`src/design/tafr_pkg.sv`:
```
`default_nettype none
package tafr_pkg;

  // interrupt codes
  localparam logic [7:0] CODE_RESET     = 8'h01;
  localparam logic [7:0] CODE_PARITY    = 8'h24;
  localparam logic [7:0] CODE_TIMEOUT   = 8'h2C;
  localparam logic [7:0] CODE_SELECTED  = 8'h64;

  // sequence steps
  localparam logic [7:0] STEP_NONE      = 8'h00;
  localparam logic [7:0] STEP_MSGOUT    = 8'h81;
  localparam logic [7:0] STEP_ID_MSG    = 8'h82;
  localparam logic [7:0] STEP_ID_CMD    = 8'h92;
  localparam logic [7:0] STEP_ID_CMD_AT = 8'h93;
  localparam logic [7:0] STEP_CMD       = 8'hB1;
  localparam logic [7:0] STEP_CMD_AT    = 8'hB2;

  // phase-assignment setting encoding
  localparam logic [1:0] ASSIGN_NONE    = 2'h0;
  localparam logic [1:0] ASSIGN_MSG     = 2'h1;
  localparam logic [1:0] ASSIGN_MSG_CMD = 2'h2;

  // report queue depth
  localparam int unsigned QDEPTH = 4;
  localparam int unsigned QPTRW  = 2;

  typedef enum logic [2:0]
  {
    PH_IDLE       = 3'b000,
    PH_MSGOUT     = 3'b001,
    PH_ID_MSG     = 3'b010,
    PH_ID_CMD     = 3'b011,
    PH_ID_CMD_ATN = 3'b100,
    PH_CMD        = 3'b101,
    PH_CMD_ATN    = 3'b110
  } tafr_phase_type;

  typedef struct packed
  {
    logic [7:0] code;
    logic [7:0] step;
  } tafr_report_type;

  typedef struct packed
  {
    logic reset_cond;
    logic parity_err;
    logic req_ack_timeout;
  } tafr_fault_type;

endpackage
`default_nettype wire

```
`src/design/tafr_fault_report.sv`:
```
// Summary of operation
// - reset in one-CMD ATN message-out: step B2h
// - reset terminations report code 01h
// - message-out parity: 24h, step 81h/93h
// - parity in message/CMD after Identify: 82h/92h
// - command-phase parity after selection: 24h
// - timeout after Identify: 2Ch, step 82h/92h
// - ATN message-out timeout: 2Ch, 93h/B2h
// - command-phase timeout after selection: 2Ch
// - late selection: 64h first, then outcome
// - busy selected: outcome first, then 64h
// - immediate cases end one cycle after detection
// - command cases need message-or-command assignment
// - one-CMD ATN cases need automatic receive
`default_nettype none
module tafr_fault_report
(
  // clock and reset
  input  wire logic                      mclk,
  input  wire logic                      rst_n,
  // sequencer state
  input  wire tafr_pkg::tafr_phase_type  phase,
  input  wire tafr_pkg::tafr_fault_type  fault,
  input  wire logic [1:0]                phase_assign,
  input  wire logic                      auto_receive,
  // selection events
  input  wire logic                      sel_after_lost_arb,
  input  wire logic                      cmd_while_selected,
  input  wire logic                      op_done,
  input  wire tafr_pkg::tafr_report_type op_result,
  // host side
  input  wire logic                      host_read,
  output tafr_pkg::tafr_report_type      report,
  output logic                           report_valid,
  output logic                           seq_abort,
  output logic                           queue_full
);

  // ************************************************************
  // fault classification
  // ************************************************************
  function automatic logic [7:0] step_of(input tafr_pkg::tafr_phase_type ph);
    unique case (ph)
      tafr_pkg::PH_IDLE:       step_of = tafr_pkg::STEP_NONE;
      tafr_pkg::PH_MSGOUT:     step_of = tafr_pkg::STEP_MSGOUT;
      tafr_pkg::PH_ID_MSG:     step_of = tafr_pkg::STEP_ID_MSG;
      tafr_pkg::PH_ID_CMD:     step_of = tafr_pkg::STEP_ID_CMD;
      tafr_pkg::PH_ID_CMD_ATN: step_of = tafr_pkg::STEP_ID_CMD_AT;
      tafr_pkg::PH_CMD:        step_of = tafr_pkg::STEP_CMD;
      tafr_pkg::PH_CMD_ATN:    step_of = tafr_pkg::STEP_CMD_AT;
      default:                 step_of = tafr_pkg::STEP_NONE;
    endcase
  endfunction

  logic cmd_ok;
  logic atn_ok;
  logic phase_ok;
  logic fault_hit;
  tafr_pkg::tafr_report_type fault_rep;

  always_comb
  begin
    cmd_ok = (phase_assign == tafr_pkg::ASSIGN_MSG) || (phase_assign == tafr_pkg::ASSIGN_MSG_CMD);
    atn_ok = cmd_ok && auto_receive;
    phase_ok = 1'b1;
    if (phase == tafr_pkg::PH_CMD)
    begin
      phase_ok = cmd_ok;
    end
    if (phase == tafr_pkg::PH_CMD_ATN)
    begin
      phase_ok = atn_ok;
    end
    fault_hit = 1'b0;
    fault_rep.code = tafr_pkg::CODE_RESET;
    fault_rep.step = step_of(phase);
    // reset outranks parity, parity outranks timeout
    if (fault.reset_cond)
    begin
      fault_hit = phase_ok;
      fault_rep.code = tafr_pkg::CODE_RESET;
    end
    else if (fault.parity_err && phase != tafr_pkg::PH_IDLE)
    begin
      fault_hit = phase_ok;
      fault_rep.code = tafr_pkg::CODE_PARITY;
    end
    else if (fault.req_ack_timeout && phase != tafr_pkg::PH_IDLE && phase != tafr_pkg::PH_MSGOUT)
    begin
      fault_hit = phase_ok;
      fault_rep.code = tafr_pkg::CODE_TIMEOUT;
    end
  end

  // ************************************************************
  // immediate termination
  // ************************************************************
  // abort registered, raised the cycle after detection so no further byte is handshaked
  always_ff @(posedge mclk or negedge rst_n)
  begin
    if (!rst_n)
    begin
      seq_abort <= 1'b0;
    end
    else
    begin
      seq_abort <= fault_hit;
    end
  end

  // ************************************************************
  // selection-event ordering
  // ************************************************************
  // a 64h owed after the running operation finishes
  // a command that meets the result in one cycle is served at once
  logic pend_sel_reg;

  always_ff @(posedge mclk or negedge rst_n)
  begin
    if (!rst_n)
    begin
      pend_sel_reg <= 1'b0;
    end
    else if ((op_done || fault_hit) && !sel_after_lost_arb)
    begin
      pend_sel_reg <= 1'b0;
    end
    else if (cmd_while_selected)
    begin
      pend_sel_reg <= 1'b1;
    end
  end

  // ************************************************************
  // report queue
  // ************************************************************
  // up to two pushes per cycle: a selection pair must stay ordered
  tafr_pkg::tafr_report_type q_mem [tafr_pkg::QDEPTH];
  logic [tafr_pkg::QPTRW-1:0] wr_ptr_reg;
  logic [tafr_pkg::QPTRW-1:0] rd_ptr_reg;
  logic [tafr_pkg::QPTRW:0]   count_reg;
  tafr_pkg::tafr_report_type push_a;
  tafr_pkg::tafr_report_type push_b;
  logic [1:0] n_push;
  logic       pop;
  tafr_pkg::tafr_report_type sel_rep;
  tafr_pkg::tafr_report_type done_rep;
  logic       done_any;

  always_comb
  begin
    sel_rep.code = tafr_pkg::CODE_SELECTED;
    sel_rep.step = tafr_pkg::STEP_NONE;
    done_any = fault_hit || op_done;
    done_rep = fault_hit ? fault_rep : op_result;
    push_a = sel_rep;
    push_b = sel_rep;
    n_push = 2'd0;
    if (sel_after_lost_arb)
    begin
      push_a = sel_rep;
      push_b = done_rep;
      n_push = done_any ? 2'd2 : 2'd1;
    end
    else if (done_any)
    begin
      push_a = done_rep;
      push_b = sel_rep;
      n_push = (pend_sel_reg || cmd_while_selected) ? 2'd2 : 2'd1;
    end
  end

  assign pop = host_read && (count_reg != '0);

  // a push that would overflow is dropped; queue_full warns ahead of it
  logic [tafr_pkg::QPTRW:0] room;
  logic [1:0] n_acc;

  always_comb
  begin
    room = (tafr_pkg::QPTRW+1)'(tafr_pkg::QDEPTH) - count_reg + (pop ? 1'b1 : 1'b0);
    n_acc = n_push;
    if ((tafr_pkg::QPTRW+1)'(n_push) > room)
    begin
      n_acc = room[1:0];
    end
  end

  always_ff @(posedge mclk)
  begin
    if (n_acc != 2'd0)
    begin
      q_mem[wr_ptr_reg] <= push_a;
    end
    if (n_acc == 2'd2)
    begin
      q_mem[wr_ptr_reg + 1'b1] <= push_b;
    end
  end

  // ************************************************************
  // queue pointers
  // ************************************************************
  // shared by the counter and the head flags
  logic [tafr_pkg::QPTRW:0] count_next;

  always_comb
  begin
    count_next = count_reg + (tafr_pkg::QPTRW+1)'(n_acc) - (pop ? 1'b1 : 1'b0);
  end

  // pointers wrap on their own because the depth is a power of two
  always_ff @(posedge mclk or negedge rst_n)
  begin
    if (!rst_n)
    begin
      wr_ptr_reg <= '0;
    end
    else
    begin
      wr_ptr_reg <= wr_ptr_reg + n_acc[tafr_pkg::QPTRW-1:0];
    end
  end

  always_ff @(posedge mclk or negedge rst_n)
  begin
    if (!rst_n)
    begin
      rd_ptr_reg <= '0;
    end
    else
    begin
      rd_ptr_reg <= rd_ptr_reg + (pop ? 1'b1 : 1'b0);
    end
  end

  always_ff @(posedge mclk or negedge rst_n)
  begin
    if (!rst_n)
    begin
      count_reg <= '0;
    end
    else
    begin
      count_reg <= count_next;
    end
  end

  // ************************************************************
  // host-visible head
  // ************************************************************
  // head is registered so it stays put until the host reads it
  always_ff @(posedge mclk or negedge rst_n)
  begin
    if (!rst_n)
    begin
      report_valid <= 1'b0;
    end
    else
    begin
      report_valid <= (count_next != '0);
    end
  end

  // warns at three entries so a producer can back off before a drop
  always_ff @(posedge mclk or negedge rst_n)
  begin
    if (!rst_n)
    begin
      queue_full <= 1'b0;
    end
    else
    begin
      queue_full <= (count_next >= (tafr_pkg::QPTRW+1)'(tafr_pkg::QDEPTH - 1));
    end
  end

  always_ff @(posedge mclk or negedge rst_n)
  begin
    if (!rst_n)
    begin
      report <= '0;
    end
    else if (count_reg == '0 || pop)
    begin
      if (count_reg == '0 || (count_reg == 1 && pop))
      begin
        report <= push_a;
      end
      else
      begin
        report <= q_mem[rd_ptr_reg + 1'b1];
      end
    end
  end

endmodule
`default_nettype wire

```
`config.mk`:
```
export PLATFORM = sky130hd
export DESIGN_NAME = tafr_fault_report
export DESIGN_NICKNAME = d
export VERILOG_FILES = /design/src/design/tafr_pkg.sv /design/src/design/tafr_fault_report.sv
export SDC_FILE = /design/constraint.sdc
export NUM_CORES = 1
export LEC_CHECK = 0
export BUFFER_PORTS_ARGS = -buffer_cell sky130_fd_sc_hd__buf_2
export CAP_MARGIN = 20
export CORE_MARGIN = 5
export CORE_UTILIZATION = 43
export CTS_BUF_LIST = sky130_fd_sc_hd__clkbuf_4 sky130_fd_sc_hd__clkbuf_8
export CTS_CLUSTER_DIAMETER = 200
export CTS_CLUSTER_SIZE = 10
export DETAILED_ROUTE_END_ITERATION = 10
export PLACE_DENSITY = 0.62
export SYNTH_ARGS = -nofsm -noshare
export SYNTH_HDL_FRONTEND = slang
export SYNTH_SLANG_ARGS = --single-unit
```
`constraint.sdc`:
```
create_clock -name mclk -period 8.5 [get_ports mclk]
set_input_delay 1.7 -clock mclk [delete_from_list [all_inputs] [get_ports mclk]]
set_output_delay 1.7 -clock mclk [all_outputs]
set_load 0.005 [all_outputs]
```
==> reports/metrics.yaml <==
outcome: "completed"
synth_seq_cells: 91
wl_mm: 12.09
yosys.area.top_type: "edfxtp_1"
syn_to_final_growth_pct: 11.82
synth_edf_count: 64
first_iter_violations: 281
hold_depth: 2
yosys_most_used_dff: "edfxtp_1"
r2r-end: "q_mem[2][2]"
worst_slew_pin_slew_ns: 1.136
syn_nets: 439
yosysSeqAreaShare_pct: 51.64
placed_area_um2: 5413
cts_root_buf: "clkbuf_8"
syn_avg_cell_area_um2: 12.54
ir_drop_mv: 0.2645
relSlewSlack_pct: 24.27
period_share_pct: 61.99
power_leakage_nw: 2.160
dr.pass1.iters: 5
worstPathRequired_ns: 8.61
grt_first_pass_wirelength_mm: 19.38
syn_area_um2: 5030
cts_setup_buffers: 0
core_area_um2: 11420
crit_end: "q_mem[2][2]"
fp.dieArea_um2: 13960
grt_pass1_vias: 3504
synth.distinct_cells: 56
layout-drive-gt1-share_pct: 25.39
grt_max_degree: 28
reg2reg_slack_ns: 3.73
htreeDepth: 3
drv_slew: 0
largest_reg_flops: 64
drcViolationCount: 0
dp.cells: 576
worstHoldPathType: "reg2reg"
syn_inst: 401
synth_top_area_share_pct: 38.21
rsz0062_at_grt: "no"
vias: 3444
yosys_warnings: 0
synth-compound-area-share_pct: 11.14
die_h_um: 118.2
synth_top_family_by_area: "multiplexers"
power_density_nw_per_um2: 396.5
clock_skew_ns: 0.01466
cp-start-kind: "primary input"
critPathArrivalTime_ns: 5.38
cts.sinks: 91
grtUsageTotal_pct: 17.56
r2r_cells: 15
dieWidth_um: 118.2
critPathKind: "in2reg"
r2r_start: "count_reg[2]"
period_needed_ns: 5.269
worst_skew_pair.late_latency_ns: 0.37
gp_congestion: 0.9505
synth_fa_ha_area_share_pct: 1.891
cts.reportedPaths.clkPinSlew_ns: 0.09
start_util_pct: 44.05
ctsHoldBuffers: 0
muxShareOfSynthArea_pct: 21.02
diodes: 0
cp-end-kind: "flop"
hold_violations: 0
grt-ovfl-total: 0
post_cts_resized: 0
hold_slack_ns: 0.4781
fmax_mhz: 189.8
pin_count: 50
netlist_top_cells_area: "edfxtp_1 38%, dfrtp_1 13%, mux2i_1 11%"
fin_tns_setup_ns: 0
fin_nets: 482
dp_hpwl_mm: 7.896
cp-startpoint: "phase[2]"
synthSimpleGateAreaFrac_pct: 8.582
vias_per_cell: 5.818
async_reset_ff_share_pct: 29.67
cts_buffer_depth: 2
cts_buffers: 9
cts_tree: "built"
yosys.area_share.xor_xnor_pct: 1.891
num_rows: 39
max_cap_viol_count: 0
wl_per_cell_um: 20.42
worst-path-max-fanout: 17
portBuffers: 49
antenna_left: 0
finalNonFillerCells: 592
stdcell_area_um2: 5624
antenna_found_initial: 0
setup_viol: 0
[where the power goes]
group	internal [mW]	total, mW	switching [mW]
logic	0.450	1.03	0.581
clock network	0.147	0.314	0.166
registers	0.785	0.885	0.100
total	1.38	2.23	0.848
[critical path, stage by stage]
cell and delay, ns:
buf_2 0.18, o22ai_2 0.12, and3_1 0.20, or4_4 0.58
inv_1 0.09, ha_1 0.26, nand2_1 0.11, nand3_1 0.13
nor2_1 0.15, a21oi_2 0.05, a21oi_2 0.44, or2_1 0.94
o21ai_1 0.15, buf_4 0.27
[synth_stat cells (2+ instances only)]
cell type,number
and3_1,2
nor3_1,6
mux2i_1,55
a21oi_2,2
nor3b_1,2
o31a_1,4
ha_1,6
buf_4,3
and2_1,2
mux4_2,16
xnor2_1,6
nand4_1,2
buf_6,3
buf_1,2
o211ai_1,12
inv_1,15
xor2_1,3
a221oi_1,2
nor2_1,21
nand3_1,12
nand2_1,23
mux2_2,9
a211oi_1,3
and3b_1,2
a21o_1,2
dfrtp_1,27
o31ai_1,2
clkbuf_1,14
o21ai_0,26
edfxtp_1,64
or3_1,3
a21oi_1,20
mux2_4,3
a211o_1,2
nand2b_1,4
[area by class of cell]
cell class / count / area (um2)
tap: 143 / 178.9
multi-input combinational: 272 / 2290
clock inverter: 6 / 73.82
fill: 1045 / 5794
timing repair buffer: 55 / 290.3
clock buffer: 10 / 137.6
inverter: 15 / 56.30
sequential: 91 / 2597
[logic make-up after synthesis]
group / Yosys count
xor gates and xnor gates: 10
and+or+nand+nor: 87
buffers and inverters: 38
AOI/OAI and AO/OA: 85
DFF: 91
muxes: 83
adders and majority gates: 7
[layer usage]
| metal | global-route usage, % | vias to the layer above | wire [um] |
|---|---|---|---|
| met5 | 0 | - | 0 |
| met3 | 2.865 | 14 | 693 |
| li1 | - | 1609 | - |
| met4 | 5.161 | 0 | 150 |
| met2 | 27.74 | 122 | 5871 |
| met1 | 25.09 | 1699 | 5372 |
[placed cells by master, fill, tap and decap left out, types with 2 or more instances in the layout]
cell type / synthesis / final
edfxtp_1: 64 / 64
mux2i_1: 55 / 55
buf_2: 0 / 49
dfrtp_1: 27 / 27
o21ai_0: 26 / 25
nand2_1: 23 / 23
nor2_1: 21 / 21
a21oi_1: 20 / 20
mux4_2: 16 / 16
inv_1: 15 / 15
nand3_1: 12 / 12
o211ai_1: 12 / 12
clkbuf_8: 0 / 10
mux2_2: 9 / 9
xnor2_1: 6 / 6
ha_1: 6 / 6
buf_4: 3 / 6
nor3_1: 6 / 5
nand2b_1: 4 / 4
o31a_1: 4 / 4
a211oi_1: 3 / 3
or3_1: 3 / 3
mux2_4: 3 / 3
xor2_1: 3 / 3
and3_1: 2 / 2
a21oi_2: 2 / 2
o31ai_1: 2 / 2
a211o_1: 2 / 2
nand4_1: 2 / 2
a221oi_1: 2 / 2
a21o_1: 2 / 2
and2_1: 2 / 2
and3b_1: 2 / 2
clkinv_4: 0 / 2
clkinvlp_4: 0 / 2
[worst min-delay path by stage]
stage	to	startpoint
2_1_floorplan	report[11]	report[11]
3_3_place_gp	report[9]	report[9]
3_5_place_dp	report[9]	report[9]
4_1_cts	report[6]	report[6]
5_1_grt	report[15]	report[15]
6_report	report[6]	report[6]
[through the flow]
stage                     util, %  setup WS (ns)  power, mW
after floorplan                 -          3.042      1.631
after global placement      47.40          2.941      1.921
after detailed placement    47.40          2.837      1.943
after CTS                   49.25          3.232      2.251
after global routing        49.25          2.924      2.382
final                       49.25          3.231      2.230
Note: power is estimated with default switching activity, not from simulation.
